**src/design/ppmc_regs.svh**
```systemverilog
// Purpose: named widths, bit positions and reset values of the pin mode block
// Assumes: included by bare name from the package and the top module
// Notes: definitions only
`ifndef PPMC_REGS_SVH
`define PPMC_REGS_SVH

// ****************************************
// port widths
// ****************************************
`define PPMC_P1_W 8
`define PPMC_P2_W 8
`define PPMC_P3_W 4
`define PPMC_P6_W 4
`define PPMC_P7_W 4
`define PPMC_IRQ_N 6

// ****************************************
// interrupt map
// ****************************************
`define PPMC_IRQ0 0
`define PPMC_IRQ1 1
`define PPMC_IRQ4 4
`define PPMC_IRQ5 5
`define PPMC_IRQ5_P1_BIT 6

// ****************************************
// encodings and reset values
// ****************************************
`define PPMC_DIR_IN 1'b1
`define PPMC_MODE_PORT 1'b0
`define PPMC_PU_RST 1'b0
`define PPMC_LATCH_RST 1'b0
`define PPMC_OFF 1'b0
`define PPMC_ON 1'b1
`define PPMC_KEY_IDLE 1'b1

`endif

```
**src/design/ppmc_pkg.sv**
```systemverilog
// Purpose: types shared by the pin mode block
// Assumes: ppmc_regs.svh gives widths and reset values
// Notes: configuration travels as one packed struct
`include "ppmc_regs.svh"

package ppmc_pkg;

  typedef enum logic [1:0] {EDGE_NONE, EDGE_RISE, EDGE_FALL, EDGE_BOTH} ppmc_edge_type;

  typedef struct packed {
    logic [`PPMC_P1_W-1:0] p1_mode;
    logic [`PPMC_P1_W-1:0] p1_dir;
    logic [`PPMC_P1_W-1:0] p1_pu;
    logic [`PPMC_P1_W-1:0] p1_latch;
    logic [`PPMC_P2_W-1:0] p2_mode;
    logic [`PPMC_P3_W-1:0] p3_mode;
    logic [`PPMC_P3_W-1:0] p3_dir;
    logic [`PPMC_P3_W-1:0] p3_pu;
    logic [`PPMC_P3_W-1:0] p3_latch;
    logic [`PPMC_P6_W-1:0] p6_dir;
    logic [`PPMC_P6_W-1:0] p6_latch;
    logic [`PPMC_P7_W-1:0] p7_mode;
    logic [`PPMC_P7_W-1:0] p7_dir;
    logic [`PPMC_P7_W-1:0] p7_pu;
    logic [`PPMC_P7_W-1:0] p7_latch;
    logic p12_mode;
    logic p12_dir;
    logic p12_pu;
    logic p12_latch;
    logic p13_latch;
    logic cap_mode;
    ppmc_edge_type [`PPMC_IRQ_N-1:0] irq_edge;
  } ppmc_cfg_type;

  typedef struct packed {
    logic [`PPMC_P1_W-1:0] p1_out;
    logic [`PPMC_P1_W-1:0] p1_oe;
    logic [`PPMC_P3_W-1:0] p3_out;
    logic [`PPMC_P3_W-1:0] p3_oe;
  } ppmc_alt_type;

  localparam ppmc_cfg_type PPMC_CFG_RST = '{
    p1_mode: {`PPMC_P1_W{`PPMC_MODE_PORT}},
    p1_dir: {`PPMC_P1_W{`PPMC_DIR_IN}},
    p1_pu: {`PPMC_P1_W{`PPMC_PU_RST}},
    p1_latch: {`PPMC_P1_W{`PPMC_LATCH_RST}},
    p2_mode: {`PPMC_P2_W{`PPMC_MODE_PORT}},
    p3_mode: {`PPMC_P3_W{`PPMC_MODE_PORT}},
    p3_dir: {`PPMC_P3_W{`PPMC_DIR_IN}},
    p3_pu: {`PPMC_P3_W{`PPMC_PU_RST}},
    p3_latch: {`PPMC_P3_W{`PPMC_LATCH_RST}},
    p6_dir: {`PPMC_P6_W{`PPMC_DIR_IN}},
    p6_latch: {`PPMC_P6_W{`PPMC_LATCH_RST}},
    p7_mode: {`PPMC_P7_W{`PPMC_MODE_PORT}},
    p7_dir: {`PPMC_P7_W{`PPMC_DIR_IN}},
    p7_pu: {`PPMC_P7_W{`PPMC_PU_RST}},
    p7_latch: {`PPMC_P7_W{`PPMC_LATCH_RST}},
    p12_mode: `PPMC_MODE_PORT,
    p12_dir: `PPMC_DIR_IN,
    p12_pu: `PPMC_PU_RST,
    p12_latch: `PPMC_LATCH_RST,
    p13_latch: `PPMC_LATCH_RST,
    cap_mode: `PPMC_MODE_PORT,
    irq_edge: {`PPMC_IRQ_N{EDGE_NONE}}
  };

endpackage : ppmc_pkg

```
**src/design/ppmc_edge_det.sv**
```systemverilog
// Purpose: per-bit edge detector with selectable valid edge
// Assumes: inputs synchronous to i_clk
// Notes: one-cycle pulse one edge after the pin edge
module ppmc_edge_det #(
  parameter int W = 1
) (
  input wire logic i_clk, // system clock
  input wire logic i_rst, // synchronous reset, high
  input wire logic [W-1:0] i_sig, // sampled pins
  input wire logic [W-1:0] i_en, // per-bit enable
  input wire ppmc_pkg::ppmc_edge_type [W-1:0] i_sel, // valid edge per bit
  output logic [W-1:0] o_pulse // edge pulses
);
  import ppmc_pkg::*;

  logic [W-1:0] prev_r;
  logic [W-1:0] prev_nxt;
  logic [W-1:0] pulse_nxt;
  logic valid_r;
  logic valid_nxt;

  // prev is unknown history right after reset: no edge until one sample is held
  assign valid_nxt = `PPMC_ON;
  assign prev_nxt = i_sig;

  for (genvar g = 0; g < W; g++) begin : g_bit
    logic rise;
    logic fall;
    assign rise = i_sig[g] & ~prev_r[g];
    assign fall = ~i_sig[g] & prev_r[g];
    assign pulse_nxt[g] = valid_r & i_en[g] & (
        ((i_sel[g] == EDGE_RISE) & rise) |
        ((i_sel[g] == EDGE_FALL) & fall) |
        ((i_sel[g] == EDGE_BOTH) & (rise | fall)));
  end

  always_ff @(posedge i_clk) begin
    if (i_rst) begin
      prev_r <= '0;
      valid_r <= `PPMC_OFF;
      o_pulse <= '0;
    end else begin
      prev_r <= prev_nxt;
      valid_r <= valid_nxt;
      o_pulse <= pulse_nxt;
    end
  end

endmodule : ppmc_edge_det

```
**src/design/ppmc_top.sv**
```systemverilog
// Purpose: per-pin port/control mode, direction and pull-up logic of the I/O ports
// Assumes: pins sampled synchronously; software loads i_cfg with i_cfg_we
// Notes: all outputs registered, so pins follow a configuration load two cycles later
`include "ppmc_regs.svh"

module ppmc_top (
  input wire logic i_clk, // 20 MHz system clock
  input wire logic i_reset, // synchronous reset, high
  input wire logic i_reset_pin_n, // system reset pin, low active
  input wire logic i_cfg_we, // load configuration
  input wire ppmc_pkg::ppmc_cfg_type i_cfg, // configuration value
  input wire ppmc_pkg::ppmc_alt_type i_alt, // alternate function drives
  input wire logic [`PPMC_P1_W-1:0] i_p1_in, // port one pins
  input wire logic [`PPMC_P2_W-1:0] i_p2_in, // port two pins
  input wire logic [`PPMC_P3_W-1:0] i_p3_in, // port three pins
  input wire logic [`PPMC_P6_W-1:0] i_p6_in, // port six pins
  input wire logic [`PPMC_P7_W-1:0] i_p7_in, // port seven pins
  input wire logic i_p12_in, // port12_pin level
  input wire logic i_cap_pin, // capture_trigger_pin level
  output ppmc_pkg::ppmc_cfg_type o_cfg, // configuration readback
  output logic [`PPMC_P1_W-1:0] o_p1_out, // port one drive value
  output logic [`PPMC_P1_W-1:0] o_p1_oe, // port one drive enable
  output logic [`PPMC_P1_W-1:0] o_p1_pu, // port one pull-up enable
  output logic [`PPMC_P1_W-1:0] o_p1_rd, // port one read value
  output logic [`PPMC_P2_W-1:0] o_p2_rd, // port two read value
  output logic [`PPMC_P2_W-1:0] o_analog_channel_inputs, // analog channel select
  output logic [`PPMC_P3_W-1:0] o_p3_out, // port three drive value
  output logic [`PPMC_P3_W-1:0] o_p3_oe, // port three drive enable
  output logic [`PPMC_P3_W-1:0] o_p3_pu, // port three pull-up enable
  output logic [`PPMC_P3_W-1:0] o_p3_rd, // port three read value
  output logic [`PPMC_P6_W-1:0] o_p6_out, // port six drive value
  output logic [`PPMC_P6_W-1:0] o_p6_oe, // port six pull-low enable
  output logic [`PPMC_P6_W-1:0] o_p6_rd, // port six read value
  output logic [`PPMC_P7_W-1:0] o_p7_out, // port seven drive value
  output logic [`PPMC_P7_W-1:0] o_p7_oe, // port seven drive enable
  output logic [`PPMC_P7_W-1:0] o_p7_pu, // port seven pull-up enable
  output logic [`PPMC_P7_W-1:0] o_p7_rd, // port seven read value
  output logic [`PPMC_P7_W-1:0] o_key_irq_inputs, // key levels to controller
  output logic [`PPMC_P7_W-1:0] o_key_irq, // key falling-edge pulses
  output logic o_p12_out, // port12_pin drive value
  output logic o_p12_oe, // port12_pin drive enable
  output logic o_p12_pu, // port12_pin pull-up enable
  output logic o_p12_rd, // port12_pin read value
  output logic o_output_only_pin, // output_only_pin value
  output logic o_output_only_oe, // output_only_pin drive enable
  output logic [`PPMC_IRQ_N-1:0] o_ext_irq, // external interrupt pulses
  output logic o_capture_trigger // to timer16_capture_reg_a
);
  import ppmc_pkg::*;

  // ****************************************
  // reset and configuration
  // ****************************************
  logic rst;
  ppmc_cfg_type cfg_r;
  ppmc_cfg_type cfg_nxt;

  assign rst = i_reset | ~i_reset_pin_n;

  always_comb begin
    cfg_nxt = cfg_r;
    if (i_cfg_we) begin
      cfg_nxt = i_cfg;
    end
  end

  always_ff @(posedge i_clk) begin
    if (rst) begin
      cfg_r <= PPMC_CFG_RST;
      o_cfg <= PPMC_CFG_RST;
    end else begin
      cfg_r <= cfg_nxt;
      o_cfg <= cfg_nxt;
    end
  end

  // ****************************************
  // port one
  // ****************************************
  logic [`PPMC_P1_W-1:0] p1_ctl;
  logic [`PPMC_P1_W-1:0] p1_drv;
  logic [`PPMC_P1_W-1:0] p1_out_nxt;
  logic [`PPMC_P1_W-1:0] p1_oe_nxt;
  logic [`PPMC_P1_W-1:0] p1_pu_nxt;
  logic [`PPMC_P1_W-1:0] p1_rd_nxt;

  always_comb begin
    p1_ctl = cfg_r.p1_mode ^ {`PPMC_P1_W{`PPMC_MODE_PORT}};
    p1_drv = ~p1_ctl & (cfg_r.p1_dir ^ {`PPMC_P1_W{`PPMC_DIR_IN}});
    p1_out_nxt = (p1_ctl & i_alt.p1_out) | (~p1_ctl & cfg_r.p1_latch);
    p1_oe_nxt = (p1_ctl & i_alt.p1_oe) | p1_drv;
    p1_pu_nxt = ~p1_ctl & cfg_r.p1_pu;
    // an output pin reads back its own latch, not the possibly loaded pin
    p1_rd_nxt = (p1_drv & cfg_r.p1_latch) | (~p1_drv & i_p1_in);
  end

  always_ff @(posedge i_clk) begin
    if (rst) begin
      o_p1_out <= '0;
      o_p1_oe <= '0;
      o_p1_pu <= '0;
      o_p1_rd <= '0;
    end else begin
      o_p1_out <= p1_out_nxt;
      o_p1_oe <= p1_oe_nxt;
      o_p1_pu <= p1_pu_nxt;
      o_p1_rd <= p1_rd_nxt;
    end
  end

  // ****************************************
  // port two, input only
  // ****************************************
  logic [`PPMC_P2_W-1:0] p2_ctl;
  logic [`PPMC_P2_W-1:0] p2_rd_nxt;

  // no driver and no direction bits exist here at all
  always_comb begin
    p2_ctl = cfg_r.p2_mode ^ {`PPMC_P2_W{`PPMC_MODE_PORT}};
    p2_rd_nxt = ~p2_ctl & i_p2_in;
  end

  always_ff @(posedge i_clk) begin
    if (rst) begin
      o_p2_rd <= '0;
      o_analog_channel_inputs <= '0;
    end else begin
      o_p2_rd <= p2_rd_nxt;
      o_analog_channel_inputs <= p2_ctl;
    end
  end

  // ****************************************
  // port three
  // ****************************************
  logic [`PPMC_P3_W-1:0] p3_ctl;
  logic [`PPMC_P3_W-1:0] p3_drv;
  logic [`PPMC_P3_W-1:0] p3_out_nxt;
  logic [`PPMC_P3_W-1:0] p3_oe_nxt;
  logic [`PPMC_P3_W-1:0] p3_pu_nxt;
  logic [`PPMC_P3_W-1:0] p3_rd_nxt;

  always_comb begin
    p3_ctl = cfg_r.p3_mode ^ {`PPMC_P3_W{`PPMC_MODE_PORT}};
    p3_drv = ~p3_ctl & (cfg_r.p3_dir ^ {`PPMC_P3_W{`PPMC_DIR_IN}});
    p3_out_nxt = (p3_ctl & i_alt.p3_out) | (~p3_ctl & cfg_r.p3_latch);
    p3_oe_nxt = (p3_ctl & i_alt.p3_oe) | p3_drv;
    p3_pu_nxt = ~p3_ctl & cfg_r.p3_pu;
    p3_rd_nxt = (p3_drv & cfg_r.p3_latch) | (~p3_drv & i_p3_in);
  end

  always_ff @(posedge i_clk) begin
    if (rst) begin
      o_p3_out <= '0;
      o_p3_oe <= '0;
      o_p3_pu <= '0;
      o_p3_rd <= '0;
    end else begin
      o_p3_out <= p3_out_nxt;
      o_p3_oe <= p3_oe_nxt;
      o_p3_pu <= p3_pu_nxt;
      o_p3_rd <= p3_rd_nxt;
    end
  end

  // ****************************************
  // port six, open drain
  // ****************************************
  logic [`PPMC_P6_W-1:0] p6_drv;
  logic [`PPMC_P6_W-1:0] p6_oe_nxt;
  logic [`PPMC_P6_W-1:0] p6_rd_nxt;

  // only pulls low; a latch of 1 releases the pin, pull-up is a mask option
  always_comb begin
    p6_drv = cfg_r.p6_dir ^ {`PPMC_P6_W{`PPMC_DIR_IN}};
    p6_oe_nxt = p6_drv & ~cfg_r.p6_latch;
    p6_rd_nxt = (p6_drv & cfg_r.p6_latch & i_p6_in) | (~p6_drv & i_p6_in);
  end

  always_ff @(posedge i_clk) begin
    if (rst) begin
      o_p6_out <= '0;
      o_p6_oe <= '0;
      o_p6_rd <= '0;
    end else begin
      o_p6_out <= '0;
      o_p6_oe <= p6_oe_nxt;
      o_p6_rd <= p6_rd_nxt;
    end
  end

  // ****************************************
  // port seven and key inputs
  // ****************************************
  logic [`PPMC_P7_W-1:0] p7_ctl;
  logic [`PPMC_P7_W-1:0] p7_drv;
  logic [`PPMC_P7_W-1:0] p7_out_nxt;
  logic [`PPMC_P7_W-1:0] p7_oe_nxt;
  logic [`PPMC_P7_W-1:0] p7_pu_nxt;
  logic [`PPMC_P7_W-1:0] p7_rd_nxt;
  logic [`PPMC_P7_W-1:0] key_lvl_nxt;
  ppmc_edge_type [`PPMC_P7_W-1:0] key_sel;

  always_comb begin
    p7_ctl = cfg_r.p7_mode ^ {`PPMC_P7_W{`PPMC_MODE_PORT}};
    p7_drv = ~p7_ctl & (cfg_r.p7_dir ^ {`PPMC_P7_W{`PPMC_DIR_IN}});
    p7_out_nxt = ~p7_ctl & cfg_r.p7_latch;
    p7_oe_nxt = p7_drv;
    // pull-up kept in key mode too, keys usually short to ground
    p7_pu_nxt = cfg_r.p7_pu;
    p7_rd_nxt = (p7_drv & cfg_r.p7_latch) | (~p7_drv & i_p7_in);
    key_lvl_nxt = (p7_ctl & i_p7_in) | (~p7_ctl & {`PPMC_P7_W{`PPMC_KEY_IDLE}});
    key_sel = {`PPMC_P7_W{EDGE_FALL}};
  end

  always_ff @(posedge i_clk) begin
    if (rst) begin
      o_p7_out <= '0;
      o_p7_oe <= '0;
      o_p7_pu <= '0;
      o_p7_rd <= '0;
      o_key_irq_inputs <= {`PPMC_P7_W{`PPMC_KEY_IDLE}};
    end else begin
      o_p7_out <= p7_out_nxt;
      o_p7_oe <= p7_oe_nxt;
      o_p7_pu <= p7_pu_nxt;
      o_p7_rd <= p7_rd_nxt;
      o_key_irq_inputs <= key_lvl_nxt;
    end
  end

  ppmc_edge_det #(.W(`PPMC_P7_W)) u_key_edge (
    .i_clk(i_clk),
    .i_rst(rst),
    .i_sig(i_p7_in),
    .i_en(p7_ctl),
    .i_sel(key_sel),
    .o_pulse(o_key_irq)
  );

  // ****************************************
  // ports twelve, thirteen, capture pin
  // ****************************************
  logic p12_ctl;
  logic p12_drv;
  logic p12_rd_nxt;
  logic cap_ctl;
  logic [`PPMC_IRQ_N-1:0] irq_sig;
  logic [`PPMC_IRQ_N-1:0] irq_en;

  always_comb begin
    p12_ctl = cfg_r.p12_mode ^ `PPMC_MODE_PORT;
    p12_drv = ~p12_ctl & (cfg_r.p12_dir ^ `PPMC_DIR_IN);
    p12_rd_nxt = p12_drv ? cfg_r.p12_latch : i_p12_in;
    cap_ctl = cfg_r.cap_mode ^ `PPMC_MODE_PORT;
    irq_sig = '0;
    irq_en = '0;
    irq_sig[`PPMC_IRQ0] = i_p12_in;
    irq_en[`PPMC_IRQ0] = p12_ctl;
    irq_sig[`PPMC_IRQ4:`PPMC_IRQ1] = i_p3_in;
    irq_en[`PPMC_IRQ4:`PPMC_IRQ1] = p3_ctl;
    irq_sig[`PPMC_IRQ5] = i_p1_in[`PPMC_IRQ5_P1_BIT];
    irq_en[`PPMC_IRQ5] = p1_ctl[`PPMC_IRQ5_P1_BIT];
  end

  always_ff @(posedge i_clk) begin
    if (rst) begin
      o_p12_out <= `PPMC_LATCH_RST;
      o_p12_oe <= `PPMC_OFF;
      o_p12_pu <= `PPMC_OFF;
      o_p12_rd <= `PPMC_OFF;
      o_output_only_pin <= `PPMC_LATCH_RST;
      o_output_only_oe <= `PPMC_OFF;
      o_capture_trigger <= `PPMC_OFF;
    end else begin
      o_p12_out <= cfg_r.p12_latch & ~p12_ctl;
      o_p12_oe <= p12_drv;
      o_p12_pu <= cfg_r.p12_pu & ~p12_ctl;
      o_p12_rd <= p12_rd_nxt;
      o_output_only_pin <= cfg_r.p13_latch;
      o_output_only_oe <= `PPMC_ON;
      o_capture_trigger <= cap_ctl & i_cap_pin;
    end
  end

  ppmc_edge_det #(.W(`PPMC_IRQ_N)) u_irq_edge (
    .i_clk(i_clk),
    .i_rst(rst),
    .i_sig(irq_sig),
    .i_en(irq_en),
    .i_sel(cfg_r.irq_edge),
    .o_pulse(o_ext_irq)
  );
endmodule : ppmc_top

```
**config.mk**
```make
export PLATFORM = sky130hd
export DESIGN_NAME = ppmc_top
export DESIGN_NICKNAME = d
export VERILOG_FILES = /design/src/design/ppmc_pkg.sv /design/src/design/ppmc_edge_det.sv /design/src/design/ppmc_top.sv
export VERILOG_INCLUDE_DIRS = /design/src /design/src/design
export SDC_FILE = /design/constraint.sdc
export NUM_CORES = 1
export LEC_CHECK = 0
export ABC_CLOCK_PERIOD_IN_PS = 1100
export BUFFER_PORTS_ARGS = -buffer_cell sky130_fd_sc_hd__buf_4
export CORE_MARGIN = 2
export CORE_UTILIZATION = 40
export DETAILED_ROUTE_END_ITERATION = 7
export PLACE_DENSITY = 0.71
export SKIP_CTS_REPAIR_TIMING = 1
export SYNTH_ARGS = -nofsm -noshare
export SYNTH_HDL_FRONTEND = slang
export SYNTH_SLANG_ARGS = --single-unit
```
**constraint.sdc**
```tcl
create_clock -name i_clk -period 1.1 [get_ports i_clk]
set_input_delay 0.11 -clock i_clk [delete_from_list [all_inputs] [get_ports i_clk]]
set_output_delay 0.11 -clock i_clk [all_outputs]
set_load 0.01 [all_outputs]
```
==> metrics.csv <==
metric,value,unit
synth.distinct_cells,26,
cts-root-buf,clkbuf_16,
post_dp_cell_area,10600,µm²
slowest_stage,dfxtp_4,
antenna_cells,0,
fin_nets,1475,
cts.sink_count,217,
critical-path-top-delay-family,flip-flops,
rsz0062_at_grt,true,
finalCriticalPeriod,1.23,ns
wire_per_inst,17.9,µm
grt.met3_usage,6.42,%
insertion_delay,0.50,ns
area_delta_synth_final,88.6,%
failed_checks,setup timing,
core,18600,µm²
pwr_density_cell,1320,nW/µm²
numCtsBuffers,24,
synthSimpleGateAreaFrac,16.4,%
grtUsageMet1,23.1,%
vias,7547,
die_w,141,µm
gr-usage-all-layers,20.8,%
dr.pass1.iters,4,
cp.arrival,1.12,ns
syn_inst,700,
antenna_found_initial,0,
hold_viol,0,
ys_seq_area_share,57.8,%
start_util,40.4,%
ys_top_cells_by_area,"dfxtp_1 (58%), mux2i_1 (15%), nor2_1 (4.9%)",
worst-path-max-fanout,5,
rows,50,
cpMostUsedCell,buf_6,
hp-class,input port to flop,
worst_slack,-0.126,ns
gp_congestion,0.810,
synth.area.mux_share,14.7,%
max_stage_delay,0.37,ns
clockBufferDepth,3,
status,"finished, violations left",
cts_tree,built,
yosysWarnings,0,
synth_adder_area_share,2.00,%
synth_area_per_cell,10.7,µm²
synth_compound_area_share,4.13,%
hpwl,16.3,mm
layout_common_cells,"buf_4 (341), dlygate4sd3_1 (153), buf_6 (122)",
critPathBufInv,2,
fin_worst_skew,0.00957,ns
drive_gt1_share,49.1,%
power.leakage,6.57,nW
critPathKind,flop to output port,
die_h,141,µm
crit_chain,buf_6 > buf_6,
ys_ff_latch,217,
synth_top_family_by_area,simple AND/OR/NAND/NOR gates,
setup_tns,-1.85,ns
ir_drop,1.24,mV
synth_area,7510,µm²
io_pins,367,
grtUsageMet2,38.5,%
top_usage_layer,met2,
endpoint_kind,output port,
final_util,76.2,%
ant_nets,0,
drv_slew,0,
grt_pass1_wl,32.9,mm
stdcell_area,14200,µm²
drc,0,
grt_pass1_vias,6125,
via_per_inst,4.84,
min_period_over_period,111,%
dpl_worst_slack,0.0497,ns
overflow,0,
setup_viol,29,
synth_top_cell_by_area,dfxtp_1,
fmax,815,MHz
synth.top_cell.area_share,57.8,%
critPathRequiredTime,0.99,ns
dieArea,19900,µm²
wirelength,27.9,mm
fin_total_pwr,18.7,mW
final_common_cell,buf_4,
htreeDepth,1,
path_clk_slew,0.06,ns
start_kind,flop,
drt_iter0_drc,226,
port_buffers,362,
maxCapViolCount,0,
grt_max_degree,58,
synth_xor_area_share,0,%
-- layout make-up --
class                           count  area, µm²
Sequential cell                   217       4580
Multi-Input combinational cell    429       2850
Tap cell                          234        293
Clock buffer                       32        692
Inverter                           13       48.8
Fill cell                        1090       4410
Timing Repair Buffer              622       5590
Clock inverter                     12        116
-- path summary, 6_finish.rpt --
check | slack [ns] | endpoint | cells past startpoint | start
setup reg to reg | -0.02 | o_p12_rd | 3 | p12_ctl
hold reg to reg | 0.44 | o_p2_rd[2] | 1 | p2_ctl[2]
setup / recovery | -0.13 | o_cfg[92] | 2 | p1_ctl[2]
hold / removal | 0.13 | u_irq_edge.prev_r[2] | 4 | i_reset_pin_n
-- Yosys cell counts, drive strengths merged --
| cell | number |
|---|---|
| nor2b | 4 |
| nor2 | 99 |
| or3b | 17 |
| clkbuf | 6 |
| conb | 1 |
| and3b | 1 |
| o21ai | 27 |
| inv | 13 |
| ha | 12 |
| nand3b | 1 |
| and3 | 11 |
| or2 | 12 |
| a21oi | 35 |
| and2 | 17 |
| buf | 38 |
| nor3b | 26 |
| nand2 | 37 |
| nand2b | 1 |
| nor3 | 9 |
| dfxtp | 217 |
| nor4 | 6 |
| mux2i | 110 |
-- worst min-delay path, cell delays in order --
cell and delay [ns]:
buf_4 0.11, nand2b_4 0.10, buf_12 0.18, nor2_1 0.09
-- logic make-up (layout without fill, tap and decap cells) --
logic type / Yosys count / in the layout
AOI/OAI and AO/OA: 62 / 62
adders and majority gates: 12 / 12
buffers and inverters: 57 / 679
DFF: 217 / 217
muxes: 110 / 110
other: 1 / 4
and+or+nand+nor: 241 / 241
-- power breakdown --
group / internal [mW] / total, mW / switching [mW]
registers: 8.03 / 8.19 / 0.161
logic: 1.48 / 2.43 / 0.953
clock network: 4.90 / 8.11 / 3.21
-- registers in the layout, indices dropped and copies added, names as in the netlist, 6 cells and up --
name and count:
cfg_r 68, o_analog_channel_inputs 8, o_p1_oe 8, o_p1_out 8, o_p1_pu 8, o_p1_rd 8, o_p2_rd 8, p1_ctl 8
p2_ctl 8, u_irq_edge.o_pulse 6, u_irq_edge.prev_r 6
-- metal layers --
layer | vias to the layer above | part of all wire [%]
li1 | 3565 | -
met5 | - | 0
met2 | 339 | 53
met1 | 3576 | 36
met4 | 0 | 3.3
met3 | 67 | 7.4
-- per-stage QoR --
stage | std cells | hold slack (ns)
2_1_floorplan | 703 | 0.216
3_3_place_gp | 1301 | 0.323
3_5_place_dp | 1301 | 0.327
4_1_cts | 1345 | -0.203
5_1_grt | 1559 | 0.136
6_report | 1559 | 0.125
Power figures use the tool's default switching activity.
